$ cat config.mk
export PLATFORM = sky130hd
export DESIGN_NAME = plii_irq_ctrl
export DESIGN_NICKNAME = d
export VERILOG_FILES = /design/src/pkg/plii_pkg.sv /design/src/core/plii_sticky_bits.sv /design/src/core/plii_irq_ctrl.sv
export SDC_FILE = /design/constraint.sdc
export NUM_CORES = 1
export LEC_CHECK = 0
export ABC_CLOCK_PERIOD_IN_PS = 3000
export BUFFER_PORTS_ARGS = -buffer_cell sky130_fd_sc_hd__buf_2
export CORE_MARGIN = 2
export CORE_UTILIZATION = 54
export DETAILED_ROUTE_END_ITERATION = 7
export PLACE_DENSITY_LB_ADDON = 0.25
export SLEW_MARGIN = 20
export SYNTH_ARGS = -nofsm -noshare
export SYNTH_HDL_FRONTEND = slang
export SYNTH_SLANG_ARGS = --single-unit
$ cat constraint.sdc
create_clock -name clock -period 3 [get_ports clock]
set_input_delay 0 -clock clock [delete_from_list [all_inputs] [get_ports clock]]
set_output_delay 0 -clock clock [all_outputs]
set_load 0.02 [all_outputs]
$ cat src/pkg/plii_pkg.sv
// Constants shared by the interrupt aggregation logic
//
// Contract
// - Enabled bus-side status bit raises interrupt, pending
// - Any link event sets link summary bit
// - Link bit needs own and summary enable
// - Write one clears status bit, zero keeps
// - Pending summary readable in enable and status
// - Link pending summary reads zero once cleared
// - Link clears leave link summary bit set
// - Force request sets forced flag status bit
package plii_pkg;

   // ----------------------------------------------------------------
   // Widths
   // ----------------------------------------------------------------
   localparam int PLII_DATA_W = 32;
   localparam int PLII_ADDR_W = 8;
   localparam int PLII_PCI_SRC_W = 8;
   localparam int PLII_LINK_SRC_W = 16;
   localparam int PLII_PCI_STICKY_W = PLII_PCI_SRC_W + 2;
   localparam int PLII_COUNT_W = 16;

   // ----------------------------------------------------------------
   // Register byte offsets
   // ----------------------------------------------------------------
   localparam logic [PLII_ADDR_W-1:0] PLII_OFF_PCI_STATUS = 8'h00;
   localparam logic [PLII_ADDR_W-1:0] PLII_OFF_PCI_ENABLE = 8'h04;
   localparam logic [PLII_ADDR_W-1:0] PLII_OFF_LINK_STATUS = 8'h08;
   localparam logic [PLII_ADDR_W-1:0] PLII_OFF_LINK_ENABLE = 8'h0C;
   localparam logic [PLII_ADDR_W-1:0] PLII_OFF_MISC_CTRL = 8'h10;
   localparam logic [PLII_ADDR_W-1:0] PLII_OFF_IRQ_COUNT = 8'h14;

   // ----------------------------------------------------------------
   // Field positions in the register words
   // ----------------------------------------------------------------
   localparam int PLII_BIT_PENDING = 31;
   localparam int PLII_BIT_LINK_SUM = 30;
   localparam int PLII_BIT_FORCED = 29;
   localparam int PLII_BIT_LINK_PEND = 31;
   localparam int PLII_BIT_FORCE_REQ = 0;
   localparam int PLII_BIT_IRQ_LINE = 1;
   localparam int PLII_BIT_RX_DATA = 0;

   // Positions inside the bus-side sticky vector
   localparam int PLII_IDX_FORCED = PLII_PCI_SRC_W;
   localparam int PLII_IDX_LINK_SUM = PLII_PCI_SRC_W + 1;

   // ----------------------------------------------------------------
   // Reset values
   // ----------------------------------------------------------------
   localparam logic [PLII_DATA_W-1:0] PLII_RST_WORD = 32'h0000_0000;
   localparam logic [PLII_PCI_SRC_W-1:0] PLII_RST_PCI_EN = 8'h00;
   localparam logic [PLII_LINK_SRC_W-1:0] PLII_RST_LINK_EN = 16'h0000;
   localparam logic [PLII_COUNT_W-1:0] PLII_RST_COUNT = 16'h0000;
   localparam logic [PLII_COUNT_W-1:0] PLII_COUNT_STEP = 16'h0001;

endpackage : plii_pkg

$ cat src/core/plii_sticky_bits.sv
// Sticky status bits with write-one-to-clear, set beats clear
`timescale 1ns/10ps
module plii_sticky_bits
   import plii_pkg::*;
#(
   parameter int W = 8
) (
   input wire logic clock,
   input wire logic rst,
   input wire logic [W-1:0] set_in,
   input wire logic [W-1:0] clear_in,
   output logic [W-1:0] bits
);

   // ----------------------------------------------------------------
   // Storage
   // ----------------------------------------------------------------
   logic [W-1:0] next_bits;

   // Clear selected bits, then let new events win
   always_comb begin
      next_bits = (bits & ~clear_in) | set_in;
   end

   // Bits hold until cleared
   always_ff @(posedge clock or posedge rst) begin
      if (rst) begin
         bits <= '0;
      end else begin
         bits <= next_bits;
      end
   end

endmodule : plii_sticky_bits

$ cat src/core/plii_irq_ctrl.sv
// Interrupt aggregation: bus-side and link-side status, enables, line
//
// Design decisions made here: the register offsets and strobed register access.
`timescale 1ns/10ps
module plii_irq_ctrl
   import plii_pkg::*;
(
   input wire logic clock,
   input wire logic rst,
   input wire logic [PLII_ADDR_W-1:0] addr,
   input wire logic [PLII_DATA_W-1:0] wdata,
   input wire logic wr,
   input wire logic rd,
   output logic [PLII_DATA_W-1:0] rdata,
   input wire logic [PLII_PCI_SRC_W-1:0] pci_event,
   input wire logic [PLII_LINK_SRC_W-1:0] link_event,
   output logic pci_int_n
);

   // ----------------------------------------------------------------
   // Helpers
   // ----------------------------------------------------------------

   // Any bit set in both words
   function automatic logic plii_any_and(
      input logic [PLII_DATA_W-1:0] a,
      input logic [PLII_DATA_W-1:0] b
   );
      plii_any_and = |(a & b);
   endfunction : plii_any_and

   // Address match qualified by a strobe
   function automatic logic plii_hit(
      input logic strobe,
      input logic [PLII_ADDR_W-1:0] a,
      input logic [PLII_ADDR_W-1:0] off
   );
      plii_hit = strobe && (a == off);
   endfunction : plii_hit

   // ----------------------------------------------------------------
   // Declarations
   // ----------------------------------------------------------------
   logic wr_pci_status;
   logic wr_pci_enable;
   logic wr_link_status;
   logic wr_link_enable;
   logic wr_misc;
   logic wr_count;

   logic [PLII_PCI_STICKY_W-1:0] pci_set;
   logic [PLII_PCI_STICKY_W-1:0] pci_clear;
   logic [PLII_PCI_STICKY_W-1:0] pci_bits;
   logic [PLII_LINK_SRC_W-1:0] link_clear;
   logic [PLII_LINK_SRC_W-1:0] link_bits;

   logic [PLII_PCI_SRC_W-1:0] pci_src_en;
   logic forced_en;
   logic link_sum_en;
   logic [PLII_LINK_SRC_W-1:0] link_en;

   logic force_req;
   logic link_sum_set;
   logic link_enabled_event;
   logic link_armed;
   logic next_link_armed;
   logic link_sum_cleared;

   logic link_pending_summary;
   logic pending_summary;
   logic pending_prev;
   logic [PLII_COUNT_W-1:0] irq_count;

   logic [PLII_DATA_W-1:0] pci_src_word;
   logic [PLII_DATA_W-1:0] pci_en_word;
   logic [PLII_DATA_W-1:0] link_bits_word;
   logic [PLII_DATA_W-1:0] link_en_word;
   logic [PLII_DATA_W-1:0] status_word;
   logic [PLII_DATA_W-1:0] enable_word;
   logic [PLII_DATA_W-1:0] link_status_word;
   logic [PLII_DATA_W-1:0] link_enable_word;
   logic [PLII_DATA_W-1:0] misc_word;
   logic [PLII_DATA_W-1:0] count_word;
   logic [PLII_DATA_W-1:0] next_rdata;

   // ----------------------------------------------------------------
   // Write decode
   // ----------------------------------------------------------------

   // One strobe per register
   assign wr_pci_status = plii_hit(wr, addr, PLII_OFF_PCI_STATUS);
   assign wr_pci_enable = plii_hit(wr, addr, PLII_OFF_PCI_ENABLE);
   assign wr_link_status = plii_hit(wr, addr, PLII_OFF_LINK_STATUS);
   assign wr_link_enable = plii_hit(wr, addr, PLII_OFF_LINK_ENABLE);
   assign wr_misc = plii_hit(wr, addr, PLII_OFF_MISC_CTRL);
   assign wr_count = plii_hit(wr, addr, PLII_OFF_IRQ_COUNT);

   // ----------------------------------------------------------------
   // Event sources
   // ----------------------------------------------------------------

   // Force request is a self-clearing write pulse
   assign force_req = wr_misc && wdata[PLII_BIT_FORCE_REQ];

   // Any link event, enabled or not, marks the summary
   assign link_sum_set = |link_event;

   // Link event that software has chosen to hear
   assign link_enabled_event = |(link_event & link_en);

   // Bus-side set vector: sources, forced flag, link summary
   assign pci_set = {link_sum_set, force_req, pci_event};

   // Write-one clears; link summary only through this register
   assign pci_clear = wr_pci_status ?
      {wdata[PLII_BIT_LINK_SUM], wdata[PLII_BIT_FORCED],
       wdata[PLII_PCI_SRC_W-1:0]} :
      {PLII_PCI_STICKY_W{1'b0}};

   // Link-side clears touch only link bits
   assign link_clear = wr_link_status ?
      wdata[PLII_LINK_SRC_W-1:0] : {PLII_LINK_SRC_W{1'b0}};

   // ----------------------------------------------------------------
   // Status storage
   // ----------------------------------------------------------------

   // Bus-side sticky bits
   plii_sticky_bits #(
      .W(PLII_PCI_STICKY_W)
   ) u_pci_bits (
      .clock(clock),
      .rst(rst),
      .set_in(pci_set),
      .clear_in(pci_clear),
      .bits(pci_bits)
   );

   // Link-side sticky bits
   plii_sticky_bits #(
      .W(PLII_LINK_SRC_W)
   ) u_link_bits (
      .clock(clock),
      .rst(rst),
      .set_in(link_event),
      .clear_in(link_clear),
      .bits(link_bits)
   );

   // ----------------------------------------------------------------
   // Enable registers
   // ----------------------------------------------------------------

   // Bus-side enables, including forced and link summary enables
   always_ff @(posedge clock or posedge rst) begin
      if (rst) begin
         pci_src_en <= PLII_RST_PCI_EN;
         forced_en <= 1'b0;
         link_sum_en <= 1'b0;
      end else if (wr_pci_enable) begin
         pci_src_en <= wdata[PLII_PCI_SRC_W-1:0];
         forced_en <= wdata[PLII_BIT_FORCED];
         link_sum_en <= wdata[PLII_BIT_LINK_SUM];
      end
   end

   // Link-side enables
   always_ff @(posedge clock or posedge rst) begin
      if (rst) begin
         link_en <= PLII_RST_LINK_EN;
      end else if (wr_link_enable) begin
         link_en <= wdata[PLII_LINK_SRC_W-1:0];
      end
   end

   // ----------------------------------------------------------------
   // Link interrupt arming
   // ----------------------------------------------------------------

   // Summary cleared by software in this cycle
   assign link_sum_cleared = pci_clear[PLII_IDX_LINK_SUM];

   // Armed by an enabled link event, dropped with the summary
   always_comb begin
      next_link_armed = link_armed;
      if (link_sum_cleared) begin
         next_link_armed = 1'b0;
      end
      if (link_enabled_event) begin
         next_link_armed = 1'b1;
      end
   end

   // Arming flag storage
   always_ff @(posedge clock or posedge rst) begin
      if (rst) begin
         link_armed <= 1'b0;
      end else begin
         link_armed <= next_link_armed;
      end
   end

   // ----------------------------------------------------------------
   // Summaries
   // ----------------------------------------------------------------

   // Widened views for the helper function
   assign pci_src_word = {{(PLII_DATA_W-PLII_PCI_SRC_W){1'b0}},
                          pci_bits[PLII_PCI_SRC_W-1:0]};
   assign pci_en_word = {{(PLII_DATA_W-PLII_PCI_SRC_W){1'b0}}, pci_src_en};
   assign link_bits_word = {{(PLII_DATA_W-PLII_LINK_SRC_W){1'b0}}, link_bits};
   assign link_en_word = {{(PLII_DATA_W-PLII_LINK_SRC_W){1'b0}}, link_en};

   // Enabled link bit still standing
   assign link_pending_summary = plii_any_and(link_bits_word, link_en_word);

   // Any enabled bus-side source, forced flag or armed link summary
   assign pending_summary = plii_any_and(pci_src_word, pci_en_word)
      | (pci_bits[PLII_IDX_FORCED] & forced_en)
      | (pci_bits[PLII_IDX_LINK_SUM] & link_sum_en & link_armed);

   // ----------------------------------------------------------------
   // Interrupt line
   // ----------------------------------------------------------------

   // Level output, low while an enabled source stands
   always_ff @(posedge clock or posedge rst) begin
      if (rst) begin
         pci_int_n <= 1'b1;
      end else begin
         pci_int_n <= ~pending_summary;
      end
   end

   // Count new assertions of the line for diagnostics
   always_ff @(posedge clock or posedge rst) begin
      if (rst) begin
         pending_prev <= 1'b0;
         irq_count <= PLII_RST_COUNT;
      end else begin
         pending_prev <= pending_summary;
         if (wr_count) begin
            irq_count <= PLII_RST_COUNT;
         end else if (pending_summary && !pending_prev) begin
            irq_count <= irq_count + PLII_COUNT_STEP;
         end
      end
   end

   // ----------------------------------------------------------------
   // Read words
   // ----------------------------------------------------------------

   // Bus-side status with pending summary on top
   always_comb begin
      status_word = PLII_RST_WORD;
      status_word[PLII_PCI_SRC_W-1:0] = pci_bits[PLII_PCI_SRC_W-1:0];
      status_word[PLII_BIT_FORCED] = pci_bits[PLII_IDX_FORCED];
      status_word[PLII_BIT_LINK_SUM] = pci_bits[PLII_IDX_LINK_SUM];
      status_word[PLII_BIT_PENDING] = pending_summary;
   end

   // Bus-side enables, same pending summary position
   always_comb begin
      enable_word = PLII_RST_WORD;
      enable_word[PLII_PCI_SRC_W-1:0] = pci_src_en;
      enable_word[PLII_BIT_FORCED] = forced_en;
      enable_word[PLII_BIT_LINK_SUM] = link_sum_en;
      enable_word[PLII_BIT_PENDING] = pending_summary;
   end

   // Link-side status with its pending summary
   always_comb begin
      link_status_word = link_bits_word;
      link_status_word[PLII_BIT_LINK_PEND] = link_pending_summary;
   end

   // Link enables as stored
   assign link_enable_word = link_en_word;

   // Force bit reads zero; line state shown beside it
   always_comb begin
      misc_word = PLII_RST_WORD;
      misc_word[PLII_BIT_IRQ_LINE] = ~pci_int_n;
   end

   // Assertion counter word
   assign count_word = {{(PLII_DATA_W-PLII_COUNT_W){1'b0}}, irq_count};

   // ----------------------------------------------------------------
   // Read port
   // ----------------------------------------------------------------

   // Select word; unmapped offsets read zero
   always_comb begin
      next_rdata = PLII_RST_WORD;
      if (rd) begin
         unique case (addr)
            PLII_OFF_PCI_STATUS: next_rdata = status_word;
            PLII_OFF_PCI_ENABLE: next_rdata = enable_word;
            PLII_OFF_LINK_STATUS: next_rdata = link_status_word;
            PLII_OFF_LINK_ENABLE: next_rdata = link_enable_word;
            PLII_OFF_MISC_CTRL: next_rdata = misc_word;
            PLII_OFF_IRQ_COUNT: next_rdata = count_word;
            default: next_rdata = PLII_RST_WORD;
         endcase
      end
   end

   // Read data stands one cycle after the strobe, zero otherwise
   always_ff @(posedge clock or posedge rst) begin
      if (rst) begin
         rdata <= PLII_RST_WORD;
      end else begin
         rdata <= next_rdata;
      end
   end

endmodule : plii_irq_ctrl

==> flow_summary.toml <==
[power]
leakage_uw = 0.00238
peakVddDrop_mv = 0.259
clkPwrFrac_pct = 27.6
seqPwrFrac_pct = 53.4
p_sw_share_pct = 30.5
power.density_nw_per_um2 = 502
comb_power_share_pct = 19.1
internal_power_uw = 1970
power_uw = 2840
p_sw_uw = 865

[synth]
ys_types = 50
synth-async-reset-ratio_pct = 100
synth_top_area_share_pct = 50.0
synth_warnings = 0
yosysSeqAreaShare_pct = 50.6
synth_area_per_cell_um2 = 11.0
yosys-top-cells-area = "dfrtp_1 (50%), mux2_2 (10%), a21o_1 (4.4%)"
synthCells = 404
synth-seq-cells = 90
synth_top_cell_by_area = "dfrtp_1"
syn-cell-area_um2 = 4450
synthFlopType = "dfrtp_1"
synth-edff-count = 0

[detailed_routing]
vias_per_cell = 5.82
route.detailed.drc = 0
drt_iter0_drc = 409
firstDrtPassIters = 5
totalWireLength_um = 11700
drt-wirelength-per-cell_um = 18.1
antenna_left = 0
vias = 3753

[timing]
slew_viol_final = 0
tns_ns = 0
period_needed_ns = 2.38
fin_crit_sh_pct = 79.3
slew_headroom_pct = 42.9
rsz0062_at_grt = "no"
worst_pin_slew_ns = 0.856
skew_ns = 0.00771
finalHoldViolations = 0
max_freq_mhz = 420
setup_violations = 0

[finish]
area_growth_pct = 26.8
nets = 606
drive_gt1_share_pct = 25.7
fillers = 611
diodes = 0

[clock_tree]
cts_tree = "yes"
clk_pin_slew_ns = 0.08
clk_latency_ns = 0.35
cts_inserted_buffers = 9
cts_root_buffer = "clkbuf_8"
h-tree-depth = 3
post-cts-setup-buffers = 0
cts_sinks = 90
clock_path_buffers = 2

[run_status]
status = "completed"

[floorplan]
die_x_um = 94.8
core_um2 = 8090
die_area_um2 = 8990
die_y_um = 94.8
io_pins = 101
start_util_pct = 55.0
rows = 33

[placement]
routabilityCongestion = 0.876
portBuffers = 73
dpl.hpwl_um = 7520

[worst_setup_path]
crit_start = "addr[7]"
crit_path_end_kind = "flip-flop"
cp-start-kind = "input pin"
arrival_ns = 2.62
timing.rr.start = "u_pci_bits.bits[3]"
cp_max_fo = 16
cp.required_ns = 3.24
worstSetupPathType = "input pin to flip-flop"

[job]
maxCapViolCount = 0

[hold_path]
hp-class = "input pin to flip-flop"
hold_start = "addr[5]"

[global_route]
antenna_found_initial = 0
grt_max_degree = 51
grt_first_pass_wirelength_um = 18800
grtUsageTotal_pct = 27.6
grt_pass1_vias = 3764
overflow = 0
## state kept, by name, indices dropped and copies added (netlist names)
register          cells
u_pci_bits.bits      10
irq_count            16
link_armed            1
pending_prev          1
forced_en             1
link_en              16
u_link_bits.bits     16
rdata                19
pci_int_n             1
pci_src_en            8
link_sum_en           1
## Yosys cell counts (all sizes together), types with 2 or more instances
cell type  count
xor2          10
o21ai         16
o211ai         4
inv            4
and3           5
and2           3
clkbuf        10
nor2          33
nand2         38
mux2i          9
or3            5
a22oi         26
a21o          26
a221oi         4
nand4          8
nor3           6
a21oi          5
buf           25
nor4           4
dfrtp         89
a22o           5
nand3          7
o2111ai        2
nor2b          4
mux2          41
## routing by layer
layer | vias to the layer above | routed length [um] | GRT usage (%) | share of wire, %
met2 | 154 | 5960 | 45.3 | 51
li1 | 1702 | - | - | -
met5 | - | 0 | 0 | 0
met3 | 33 | 605 | 4.15 | 5.2
met1 | 1864 | 4800 | 36.3 | 41
met4 | 0 | 306 | 12.3 | 2.6
## path summary, 6_finish.rpt
kind,slack (ns),cells past startpoint,endpoint
worst max-delay path,0.62,7,u_link_bits.bits[11]
worst min-delay path,0.06,4,rdata[31]
worst max register to register,0.95,6,irq_count[3]
worst min register to register,0.50,1,link_armed
max in group asynchronous,1.85,4,irq_count[6]
min in group asynchronous,0.33,3,link_en[15]
## power groups by stage
stage	Combinational, uW	Sequential, uW	Clock, uW
final	542	1510	782
after global routing	610	1530	838
after CTS	536	1510	791
after detailed placement	492	1530	0
after global placement	474	1530	0
after floorplan	367	1480	0
## worst max-delay path, cell delays in order
cell and delay, ns:
buf_2 0.10, or4_4 0.56, nor3_4 0.30, and4b_1 0.70, nand2_1 0.16, a21o_1 0.23, dlygate4sd3_1 0.56
## logic make-up (layout without fill, tap and decap cells)
kind of cell | after synthesis | after routing | synth area share [%]
AND/OR/NAND/NOR | 117 | 117 | 13.3
AO/OA/AOI/OAI | 95 | 95 | 15.3
flip-flops | 90 | 90 | 50.6
multiplexers | 51 | 51 | 12.9
buffers and inverters | 39 | 163 | 5.62
XOR/XNOR | 10 | 10 | 1.97
adder cells (fa/ha/maj) | 1 | 1 | 0.281
other | 1 | 13 | 0.0842
## cells in the final DEF (no fill, tap or decap), types with 5 or more instances in the layout
master,n
a22oi_1,26
a21oi_1,5
and3_1,5
nor2_1,32
mux2i_1,9
or3_1,5
nand2_1,38
dlygate4sd3_1,68
dfrtp_1,89
conb_1,13
buf_2,73
mux2_2,41
xor2_1,10
clkbuf_8,9
a22o_1,5
a21o_1,26
nand3_1,7
o21ai_0,16
nand4_1,7
## cell type report
cell class | instances | area, um2 | area share [%]
Clock inverter | 3 | 42.5 | 0.753
Inverter | 4 | 16.3 | 0.288
Clock buffer | 11 | 131 | 2.33
Timing Repair Buffer | 145 | 1080 | 19.1
Multi-Input combinational cell | 287 | 2000 | 35.3
Sequential cell | 90 | 2250 | 39.9
Tap cell | 105 | 131 | 2.33
## timing repair
action / in CTS / in global routing
endpoints found under the hold margin: 103 / 0
hold buffers: 68 / 0
resized for setup: 0 / 0
## through the flow
stage	hold slack, ns	setup WS (ns)	cell area [um2]	util, %	std cells
after floorplan	0.0923	0.666	4500	-	416
after global placement	0.177	0.933	4790	59.2	563
after detailed placement	0.181	0.893	4790	59.2	563
after CTS	0.0542	0.724	5650	69.8	645
after global routing	0.0881	0.529	5650	69.8	645
final	0.0606	0.620	5650	69.8	645
Power figures use the tool's default switching activity.
